## config.mk

```make
export PLATFORM = sky130hd
export DESIGN_NAME = usbgc_ctrl
export DESIGN_NICKNAME = d
export VERILOG_FILES = /design/src/inc/usbgc_pkg.sv /design/src/inc/usbgc_if.sv /design/src/hw/usbgc_linemon.sv /design/src/hw/usbgc_ctrl.sv
export SDC_FILE = /design/constraint.sdc
export NUM_CORES = 1
export LEC_CHECK = 0
export BUFFER_PORTS_ARGS = -buffer_cell sky130_fd_sc_hd__buf_2
export CAP_MARGIN = 20
export CORE_MARGIN = 5
export CORE_UTILIZATION = 58
export CTS_BUF_LIST = sky130_fd_sc_hd__clkbuf_16
export CTS_CLUSTER_SIZE = 40
export DETAILED_ROUTE_END_ITERATION = 16
export PLACE_DENSITY_LB_ADDON = 0.1
export SETUP_SLACK_MARGIN = 0.2
export SKIP_CTS_REPAIR_TIMING = 1
export SYNTH_ARGS = -nofsm -noshare
export SYNTH_HDL_FRONTEND = slang
export SYNTH_HIERARCHICAL = 1
export SYNTH_SLANG_ARGS = --single-unit
export TNS_END_PERCENT = 100
```

## constraint.sdc

```tcl
create_clock -name mclk_in -period 2.3 [get_ports mclk_in]
set_clock_uncertainty 0.05 [all_clocks]
set_input_delay 0.46 -clock mclk_in [delete_from_list [all_inputs] [get_ports mclk_in]]
set_output_delay 0.46 -clock mclk_in [all_outputs]
set_load 0.01 [all_outputs]
```

## src/inc/usbgc_pkg.sv

```systemverilog
package usbgc_pkg;
	// ----------------------------------------------------------------
	// register map
	// ----------------------------------------------------------------
	localparam logic [7:0] REG_ADDR       = 8'hbc;
	localparam logic [7:0] REG_RESET      = 8'h00;
	localparam int         BIT_ENABLE     = 7;
	localparam int         BIT_CLK_SUSP   = 6;
	localparam int         BIT_WAKE_REQ   = 5;
	localparam int         BIT_DETACH     = 4;
	localparam int         BIT_RSM_ACTIVE = 3;
	localparam int         BIT_WAKE_PERM  = 2;
	localparam int         BIT_CONFIG     = 1;
	localparam int         BIT_ADDR_EN    = 0;
	// ----------------------------------------------------------------
	// timing
	// ----------------------------------------------------------------
	localparam int CLK_HZ          = 10_000_000;
	localparam int SUSP_MIN_US     = 5000;
	localparam int SUSP_MIN_CYC    = (SUSP_MIN_US * (CLK_HZ / 1_000_000));
	localparam int SE0_MIN_NS      = 2700;
	localparam int SE0_MIN_CYC     = (SE0_MIN_NS * (CLK_HZ / 1_000_000)
		+ 999) / 1000;
	localparam int RESUME_US       = 1000;
	localparam int RESUME_CYC      = RESUME_US * (CLK_HZ / 1_000_000);
	localparam int CNT_W           = 16;
	typedef enum logic [1:0] {USBGC_IDLE, USBGC_SEND} usbgc_rsm_t;
endpackage : usbgc_pkg

```

## src/inc/usbgc_if.sv

```systemverilog
interface usbgc_if;
	logic line_se0;
	logic line_idle;
	logic bus_reset;
	logic suspended;
	modport timer (input line_se0, input line_idle,
		output bus_reset, output suspended);
	modport ctrl (output line_se0, output line_idle,
		input bus_reset, input suspended);
endinterface : usbgc_if

```

## src/hw/usbgc_linemon.sv

```systemverilog
module usbgc_linemon (
	input  wire logic mclk_in,
	input  wire logic rstn_in,
	usbgc_if.timer    mon
);
	typedef struct packed {
		logic [15:0] se0_cnt;
		logic [15:0] idle_cnt;
		logic        bus_reset;
		logic        suspended;
	} usbgc_mon_t;
	usbgc_mon_t st, next_st;

	// ----------------------------------------------------------------
	// se0 and idle duration counters
	// ----------------------------------------------------------------
	always_comb begin
		next_st = st;
		next_st.bus_reset = 1'b0;
		if (mon.line_se0) begin
			if (st.se0_cnt != 16'(usbgc_pkg::SE0_MIN_CYC))
				next_st.se0_cnt = st.se0_cnt + 16'h0001;
			// one pulse when se0 reaches 32 bit times
			if (st.se0_cnt == 16'(usbgc_pkg::SE0_MIN_CYC - 1))
				next_st.bus_reset = 1'b1; // RL10
		end else begin
			next_st.se0_cnt = 16'h0000;
		end
		if (mon.line_idle) begin
			if (st.idle_cnt != 16'(usbgc_pkg::SUSP_MIN_CYC))
				next_st.idle_cnt = st.idle_cnt + 16'h0001;
		end else begin
			next_st.idle_cnt = 16'h0000;
		end
		// long idle qualifies a remote wake
		next_st.suspended =
			(next_st.idle_cnt == 16'(usbgc_pkg::SUSP_MIN_CYC)); // RL3
	end

	always_ff @(posedge mclk_in or negedge rstn_in) begin
		if (!rstn_in)
			st <= '0;
		else
			st <= next_st;
	end

	assign mon.bus_reset = st.bus_reset;
	assign mon.suspended = st.suspended;
endmodule : usbgc_linemon

```

## src/hw/usbgc_ctrl.sv

```systemverilog
// Operation
// RL1 - clock-suspend bit one gates 48MHz clock input; resume detect stays alive
// RL2 - writing one to wake request raises internal wake event
// RL3 - resume sent only with permit, clocks on, and 5 ms suspend
// RL4 - firmware clears wake request; hardware never does
// RL5 - detach one floats the pull-up reference output
// RL6 - detach zero drives the pull-up reference output
// RL7 - firmware sets configured flag after nonzero set-configuration
// RL8 - firmware clears configured flag on zero set-configuration
// RL9 - hardware clears configured flag on reset or bus reset
// RL10 - bus reset detected after SE0 for 32 bit times
// RL11 - resume-active flag set while resume sent, cleared when done
// RL12 - firmware sets wake permit only after host enables it
// RL13 - firmware keeps pull-up floating over 3 us before reattach
// RL14 - clearing enable resets controller and transceiver
// RL15 - address-enable cleared on reset or bus reset; gates address match
module usbgc_ctrl (
	input  wire logic       mclk_in,
	input  wire logic       rstn_in,
	input  wire logic [7:0] sfr_addr_in,
	input  wire logic [7:0] sfr_wdata_in,
	input  wire logic       sfr_wr_in,
	input  wire logic       sfr_rd_in,
	input  wire logic       line_se0_in,
	input  wire logic       line_idle_in,
	output logic      [7:0] sfr_rdata_out,
	output logic            sfr_sel_out,
	output logic            usb_clk_gate_out,
	output logic            ctrl_reset_n_out,
	output logic            wake_event_out,
	output logic            resume_drive_out,
	output logic            pullup_ref_out,
	output logic            pullup_ref_oe_n_out,
	output logic            addr_match_en_out,
	output logic            configured_out
);
	typedef struct packed {
		logic [1:0]  se0_sync;
		logic [1:0]  idle_sync;
		logic [7:0]  ctl;
		logic        wake_seen;
		usbgc_pkg::usbgc_rsm_t rsm;
		logic [15:0] rsm_cnt;
	} usbgc_st_t;
	usbgc_st_t st, next_st;
	usbgc_if   lm ();
	logic      wr_hit;
	logic      wake_edge;

	// ----------------------------------------------------------------
	// line condition timers
	// ----------------------------------------------------------------
	assign lm.line_se0  = st.se0_sync[1];
	assign lm.line_idle = st.idle_sync[1];
	usbgc_linemon u_mon (
		.mclk_in (mclk_in),
		.rstn_in (rstn_in),
		.mon     (lm)
	);

	// ----------------------------------------------------------------
	// register and resume sequencing
	// ----------------------------------------------------------------
	assign wr_hit = sfr_wr_in && (sfr_addr_in == usbgc_pkg::REG_ADDR);
	// rising write of the wake request is the event
	assign wake_edge = st.ctl[usbgc_pkg::BIT_WAKE_REQ] && !st.wake_seen;

	always_comb begin
		next_st = st;
		next_st.se0_sync  = {st.se0_sync[0], line_se0_in};
		next_st.idle_sync = {st.idle_sync[0], line_idle_in};
		if (wr_hit) begin
			// resume-active bit is hardware owned; keep it
			next_st.ctl = (sfr_wdata_in & ~(8'h01 << usbgc_pkg::BIT_RSM_ACTIVE))
				| (st.ctl & (8'h01 << usbgc_pkg::BIT_RSM_ACTIVE));
		end
		// request bit stays until firmware writes zero
		next_st.wake_seen = st.ctl[usbgc_pkg::BIT_WAKE_REQ]; // RL4
		case (st.rsm)
			usbgc_pkg::USBGC_IDLE: begin
				if (wake_edge && st.ctl[usbgc_pkg::BIT_WAKE_PERM]
					&& !st.ctl[usbgc_pkg::BIT_CLK_SUSP]
					&& st.ctl[usbgc_pkg::BIT_ENABLE]
					&& lm.suspended) begin // RL3
					next_st.rsm = usbgc_pkg::USBGC_SEND;
					next_st.rsm_cnt = 16'h0000;
					next_st.ctl[usbgc_pkg::BIT_RSM_ACTIVE] = 1'b1; // RL11
				end
			end
			usbgc_pkg::USBGC_SEND: begin
				next_st.rsm_cnt = st.rsm_cnt + 16'h0001;
				if (st.rsm_cnt == 16'(usbgc_pkg::RESUME_CYC - 1)) begin
					next_st.rsm = usbgc_pkg::USBGC_IDLE;
					next_st.ctl[usbgc_pkg::BIT_RSM_ACTIVE] = 1'b0; // RL11
				end
			end
			default: next_st.rsm = usbgc_pkg::USBGC_IDLE;
		endcase
		// bus reset wins over a simultaneous firmware set
		if (lm.bus_reset) begin
			next_st.ctl[usbgc_pkg::BIT_CONFIG]  = 1'b0; // RL9
			next_st.ctl[usbgc_pkg::BIT_ADDR_EN] = 1'b0; // RL15
		end
		// disabled controller aborts any resume in flight
		if (!next_st.ctl[usbgc_pkg::BIT_ENABLE]) begin
			next_st.rsm = usbgc_pkg::USBGC_IDLE; // RL14
			next_st.ctl[usbgc_pkg::BIT_RSM_ACTIVE] = 1'b0;
		end
	end

	always_ff @(posedge mclk_in or negedge rstn_in) begin
		if (!rstn_in)
			st <= '{ctl: usbgc_pkg::REG_RESET, rsm: usbgc_pkg::USBGC_IDLE,
				default: '0}; // RL9
		else
			st <= next_st;
	end

	// ----------------------------------------------------------------
	// outputs
	// ----------------------------------------------------------------
	assign sfr_sel_out = sfr_rd_in && (sfr_addr_in == usbgc_pkg::REG_ADDR);
	assign sfr_rdata_out = st.ctl;
	assign usb_clk_gate_out = !st.ctl[usbgc_pkg::BIT_CLK_SUSP]; // RL1
	assign ctrl_reset_n_out = st.ctl[usbgc_pkg::BIT_ENABLE]; // RL14
	assign wake_event_out = wake_edge; // RL2
	assign resume_drive_out = (st.rsm == usbgc_pkg::USBGC_SEND);
	assign pullup_ref_out = 1'b1; // RL6
	// float the reference for a simulated detach
	assign pullup_ref_oe_n_out = st.ctl[usbgc_pkg::BIT_DETACH]; // RL5
	assign addr_match_en_out = st.ctl[usbgc_pkg::BIT_ADDR_EN]; // RL15
	assign configured_out = st.ctl[usbgc_pkg::BIT_CONFIG];
endmodule : usbgc_ctrl

```

---- Yosys cells after proc, flatten, opt, wreduce, memory -nomap -nowiden ----
Index checks and enable logic that the tools add are counted.
Widths: inputs -> output; s select.
word-level totals
  register bits ........................... 65
  latch bits .............................. 0
  bits in writable memories ............... 0
  ROM bits ................................ 0
  word-level logic and storage cells ...... 58
  memories kept ........................... 0
operators by class
  $add $sub $neg .......................... 3
  $mul .................................... 0
  divide/modulo/power cells ............... 0
  magnitude comparators ................... 0
  equality and inequality tests ........... 11
  shifts and indexed selects .............. 0
  muxes and demuxes ....................... 17
  bitwise logic cells ..................... 1
  reductions and logical operators ........ 14
operator list
  kind                   count
  $mux 16                4
  $add 16x1->16 const B  3
  $pmux 16 s2            1
  $mux 18                1
  $eq 16x14->1 const B   1
  $eq 16x16->1 const B   1
  $eq 16x5->1 const B    1
  $ne 16x16->1 const B   1
  $ne 16x5->1 const B    1
  $eq 8x8->1 const B     1
  $mux 8                 1
  $or 8x4->8             1
  $logic_and 1x1->1      7
  $mux 2                 3
  $mux 1                 5
  $pmux 2 s2             1
  $reduce_and 2->1       2
  $reduce_bool 2->1      2
  $ne 3x2->1 const B     1
  $ne 3x3->1 const B     1
  $eq 2x1->1 const B     1
  $logic_not 1->1        2
  $logic_not 2->1        1
  $ne 2x1->1 const B     1
  2 further kinds        2

---- Logic depth before layout (Yosys ltp) ----
Gate-level depths: netlist of the first run.
  depth after elaboration ................. 9
  mapped depth ............................ 7
  gate-level depth less buffers ........... 7

---- Modules after synthesis ----
The synthesis of the first run kept the hierarchy.
modules (own cells, without submodules)
  module         times used  cells each  area each (µm²)  seq. area each (µm²)
  usbgc_linemon  1           188         1916.8           850.8
  usbgc_ctrl     1           129         1402.6           750.7

---- Worst setup path before layout of the first run ----
Ideal clock, no wire load.
  kind .................................... register to register
  start point ............................. register u_mon/st[2] in the netlist's numbering
  end point ............................... register u_mon.st, in the netlist u_mon/mon.suspended
  library setup time ...................... 96 ps
  data arrival time ....................... 1592 ps
  path slack .............................. 563 ps
  stages on the path, launching flop included .. 8
  period minus slack after synthesis ...... 1737 ps
  cell sequence ........................... dfrtp_1 -> inv_1 -> ha_1 -> nor4bb_1 -> nand4_2 -> nor3_1 -> o21ai_0 -> nor4_2
RTL lines
  element                   RTL line             text
  start: declaration        usbgc_linemon.sv:12  usbgc_mon_t st, next_st;
  start signal: assignment  usbgc_linemon.sv:44  st <= next_st;

==> run_results.csv, run 1 <==
group,metric,value,unit
worst_setup_path,crit_buf_inv,1,
layout,final_cell_mix,"dfrtp_1, buf_2, nand2_1",
timing,finalSetupViolCount,0,
floorplanning,core,5540,um^2
timing,rsz0062_at_grt,"no",
worst_setup_path,critical_path_arrival,2.12,ns
layout,final_nets,379,
timing,tightestPinTransition,0.565,ns
placement,place_inst,412,
yosys,synth-main-ff-cell,"dfrtp_1",
global_route,grt_pass1_wl,11.0,mm
layout,fin_area,3860,um^2
floorplanning,row_count,27,
placement,hpwl,4.25,mm
placement,dpl_cell_area,3520,um^2
timing,slew_violations,0,
layout,antenna_cells,0,
layout,fillers,437,
layout,final_common_cell,"dfrtp_1",
floorplanning,die_area,7340,um^2
route,wl_per_cell,14.4,um
cts,cts_sinks,64,
layout,drive_gt1_frac,0.210,
yosys,synth_top_family_by_area,"simple AND/OR/NAND/NOR gates",
worst_setup_path,crit_chain,"inv_1, ha_1, nor4bb_2, nand4_2, nor3_1, o21ai_0, nor4_2",
pwr,ir_drop,452,uV
cts,cts_root_buf,"clkbuf_16",
cts,cts_buffer_depth,2,
placement,routabilityCongestion,0.808,
yosys,ys_types,53,
layout,fin_cells,429,
pwr,totalPowerFinal,2.72,mW
timing,fmax,517,MHz
global_route,grt.total_usage,0.191,
yosys,synthArstFlopShare,1.00,
placement,io_buffers,36,
yosys,synth_simple_gate_area_share,0.277,
worst_setup_path,setup.worst_path.start_class,"flop",
route,via_count,2435,
worst_setup_path,slowest_delay,0.43,ns
route,wirelength,6.16,mm
timing,hold-worst-slack,0.0736,ns
worst_setup_path,cp-end-kind,"flop",
cts,cts_buffers,9,
timing,final.min_clock_period,1.93,ns
floorplanning,die_y,85.7,um
worst_setup_path,critical_path_class,"flop to flop",
worst_setup_path,required,2.48,ns
run,drv_cap,0,
yosys,ys_ff_latch,64,
global_route,antenna_found_initial,0,
yosys,seq_area_frac_synth,0.482,
yosys,synth.mux.area_fraction,0.0437,
route,viasPerCell,5.68,
pwr,cellLeakagePower,1.81,nW
placement,pre_cts_slack,0.354,ns
yosys,ys_warn_count,6,
floorplanning,die_w,85.7,um
cts,cts_tree,"done",
floorplanning,pin_count,39,
layout,area_growth,16.4,%
cts,htree_levels,3,
global_route,grt_pass1_vias,2393,
timing,min_period_over_period,0.841,
timing,hold_violations,0,
yosys,synth_area,3320,um^2
global_route,grt_max_degree,42,
yosys,synthCells,317,
cts,clock_latency,0.33,ns
timing,maxSlewHeadroom,0.623,
worst_setup_path,path_delay_family,"simple AND/OR/NAND/NOR gates",
timing,tns,0,ns
worst_hold_path,min_path_type,"input port to asynchronous set/reset pin",
global_route,gr-total-overflow,0,
yosys,synth_nets,344,
yosys,synthXorXnorAreaFrac,0.0686,
yosys,synth-compound-area-share,0.0701,
yosys,syn_area_per_cell,10.5,um^2
cts,clk_pin_slew,0.06,ns
route,dr.pass1.iters,4,
yosys,synthAdderAreaFrac,0.0188,
pwr,power_density,705,nW/um^2
route,drc_errors,0,
yosys,synth_edf_count,0,
layout,post-route-util,0.697,
timing,fin_ws,0.366,ns
worst_setup_path,critPathSlowestCell,"dfrtp_1",
worst_setup_path,path_max_fanout,6,
route,drt_iter0_drc,101,
route,detail-route-antenna-nets,0,
floorplanning,start_util,0.599,
run_status,outcome,"completed",
[area by class of cell]
| cell class | instances | area (um^2) | share of cell area |
|---|---|---|---|
| Sequential cell | 64 | 1600 | 0.415 |
| Multi-Input combinational cell | 229 | 1600 | 0.414 |
| Clock buffer | 9 | 225 | 0.0583 |
| Timing Repair Buffer | 39 | 215 | 0.0557 |
| Clock inverter | 7 | 96.3 | 0.0249 |
| Tap cell | 72 | 90.1 | 0.0233 |
| Inverter | 9 | 33.8 | 0.00875 |
[report_power, final]
group / internal [mW] / switching, mW
registers: 1.15 / 0.0253
clock network: 0.947 / 0.499
logic: 0.0481 / 0.0572
[worst paths after layout]
| kind | slack [ns] | cells past startpoint | endpoint | from |
|---|---|---|---|---|
| max in group asynchronous | 1.52 | 2 | next_st[30] | rstn_in |
| min in group mclk_in | 0.19 | 1 | next_st[28] | line_idle_in |
| min reg2reg | 0.29 | 0 | lm.line_idle | next_st[28] |
| min | 0.07 | 1 | st[12] | rstn_in |
| max | 0.37 | 7 | u_mon/mon.suspended | u_mon/st[2] |
| max reg2reg | 0.37 | 7 | u_mon/mon.suspended | u_mon/st[2] |
[per-layer routing]
| metal | vias to the layer above | track usage | share of wire |
|---|---|---|---|
| li1 | 1191 | - | - |
| met1 | 1173 | 0.244 | 0.45 |
| met2 | 59 | 0.302 | 0.46 |
| met3 | 12 | 0.0461 | 0.062 |
| met4 | 0 | 0.0964 | 0.023 |
| met5 | - | 0 | 0 |
[synthesized netlist by cell type (9+ instances only)]
cell type | number | area [um^2]
nor2b_1 | 9 | 56.3
mux2i_1 | 10 | 100
nand3_1 | 20 | 100
inv_1 | 9 | 33.8
a21oi_1 | 13 | 65.1
nand2_1 | 27 | 101
and2_1 | 18 | 113
xnor2_1 | 19 | 166
buf_4 | 9 | 67.6
dfrtp_1 | 64 | 1600
[state kept, by name, summed over array words and instances, names as in the netlist]
signal,cells
lm.line_idle,1
u_mon/mon.bus_reset,1
st,18
next_st,2
u_mon/mon.suspended,1
lm.line_se0,1
sfr_rdata_out,8
u_mon/st,32
[kinds of logic (layout without fill, tap and decap cells)]
| group | Yosys count | after routing |
|---|---|---|
| AND/OR/NAND/NOR | 146 | 146 |
| flip-flops | 64 | 64 |
| AO/OA/AOI/OAI | 37 | 37 |
| XOR/XNOR | 26 | 26 |
| buffers and inverters | 24 | 64 |
| multiplexers | 14 | 14 |
| adder cells (fa/ha/maj) | 5 | 5 |
| other | 1 | 1 |
Power figures use the tool's default switching activity.
==> run 2, diff against run 1 <==
clock period = 1.9 ns   (was 2.3 ns; I/O delays follow)
==> run_results.csv, run 2 (synthesized netlist as in run 1, its figures left out) <==
group,metric,value,unit
layout,largest_reg_flops,32,
worst_setup_path,critical_path_arrival,1.94,ns
worst_setup_path,crit_buf_inv,0,
timing,final.min_clock_period,1.77,ns
worst_setup_path,path_delay_family,"simple AND/OR/NAND/NOR gates",
floorplanning,start_util,0.599,
route,drc_errors,0,
worst_setup_path,startpoint,"u_mon/st[3]",
worst_setup_path,slowest_delay,0.42,ns
floorplanning,core,5540,um^2
worst_setup_path,setup.worst_path.start_class,"flop",
global_route,grt_max_degree,65,
layout,drive_gt1_frac,0.309,
worst_setup_path,r2r_start,"u_mon/st[3]",
layout,final_cell_mix,"dfrtp_1, buf_2, nand2_1",
worst_setup_path,required,2.07,ns
floorplanning,die_w,85.7,um
cts,cts_buffers,9,
global_route,antenna_found_initial,0,
timing,tns,0,ns
layout,top_register,"u_mon/st",
placement,hpwl,4.08,mm
floorplanning,die_area,7340,um^2
layout,final_nets,405,
cts,clock_latency,0.32,ns
timing,finalSetupViolCount,0,
timing,fmax,566,MHz
floorplanning,row_count,27,
timing,hold-worst-slack,0.0220,ns
worst_setup_path,cp-endpoint,"u_mon/mon.suspended",
cts,clk_pin_slew,0.05,ns
global_route,gr-total-overflow,0,
cts,cts_sinks,64,
global_route,grt_pass1_vias,2264,
pwr,cellLeakagePower,1.98,nW
route,via_count,2543,
run_status,outcome,"completed",
worst_setup_path,critPathSlowestCell,"dfrtp_1",
worst_setup_path,critical_path_class,"flop to flop",
layout,antenna_cells,0,
global_route,grt_pass1_wl,10.5,mm
worst_setup_path,r2r_slack,0.13,ns
route,dr.pass1.iters,4,
layout,area_growth,25.0,%
floorplanning,die_y,85.7,um
worst_hold_path,min_path_type,"input port to asynchronous set/reset pin",
placement,dpl_cell_area,3610,um^2
cts,htree_levels,3,
pwr,ir_drop,709,uV
global_route,grt.total_usage,0.179,
cts,cts_root_buf,"clkbuf_16",
worst_setup_path,path_max_fanout,5,
run,drv_cap,0,
timing,slew_violations,0,
route,drt_iter0_drc,106,
layout,fin_area,4150,um^2
timing,hold_violations,0,
route,wirelength,6.64,mm
timing,min_period_over_period,0.930,
pwr,power_density,707,nW/um^2
route,wl_per_cell,14.7,um
placement,io_buffers,36,
floorplanning,pin_count,39,
timing,maxSlewHeadroom,0.651,
timing,rsz0062_at_grt,"yes",
pwr,totalPowerFinal,2.93,mW
layout,final_common_cell,"dfrtp_1",
route,viasPerCell,5.64,
timing,tightestPinTransition,0.516,ns
worst_setup_path,crit_chain,"ha_4, nand2_4, nor4_4, mux2i_1, nand2_1, nor4_2",
worst_setup_path,cp-end-kind,"flop",
worst_setup_path,path_depth,6,
worst_setup_path,worstRegToRegCells,6,
layout,post-route-util,0.749,
worst_setup_path,worst_r2r_endpoint,"u_mon/mon.suspended",
placement,routabilityCongestion,0.829,
route,detail-route-antenna-nets,0,
cts,cts_tree,"done",
cts,cts_buffer_depth,2,
## run 2: worst min path at each step
stage / from / end
2_1_floorplan: rstn_in / lm.line_idle
3_3_place_gp: next_st[28] / lm.line_idle
5_1_grt: rstn_in / sfr_rdata_out[2]
3_5_place_dp: next_st[28] / lm.line_idle
6_report: rstn_in / sfr_rdata_out[2]
4_1_cts: rstn_in / sfr_rdata_out[2]
## run 2: where the power goes
part / internal (mW) / switching [mW] / total, mW
logic: 0.0809 / 0.0874 / 0.168
registers: 1.39 / 0.0300 / 1.42
clock network: 0.839 / 0.507 / 1.35
total: 2.31 / 0.625 / 2.93
## run 2: area by class of cell
| cell class | count | area (um^2) |
|---|---|---|
| tap | 72 | 90.1 |
| timing repair buffer | 65 | 432 |
| multi-input combinational | 229 | 1740 |
| sequential | 64 | 1610 |
| clock inverter | 3 | 13.8 |
| fill | 377 | 1390 |
| inverter | 9 | 33.8 |
| clock buffer | 9 | 225 |
## run 2: worst register-to-register path: stages, from the launching register on
cell and delay, ns:
dfrtp_1 0.42, ha_4 0.20, nand2_4 0.08, nor4_4 0.29, mux2i_1 0.28, nand2_1 0.10, nor4_2 0.26
## run 2: per-layer routing
metal | global-route usage | part of all wire | wire (um) | up-vias
li1 | - | - | - | 1253
met1 | 0.239 | 0.47 | 3110 | 1219
met2 | 0.273 | 0.46 | 3060 | 59
met3 | 0.0480 | 0.053 | 353 | 12
met4 | 0.0791 | 0.017 | 110 | 0
met5 | 0 | 0 | 0 | -
## run 2: through the flow
step                cells  setup WS [ns]
floorplan             317          0.201
global placement      423          0.105
detailed placement    423         0.0117
CTS                   435        0.00415
global route          451         0.0312
finish                451          0.133
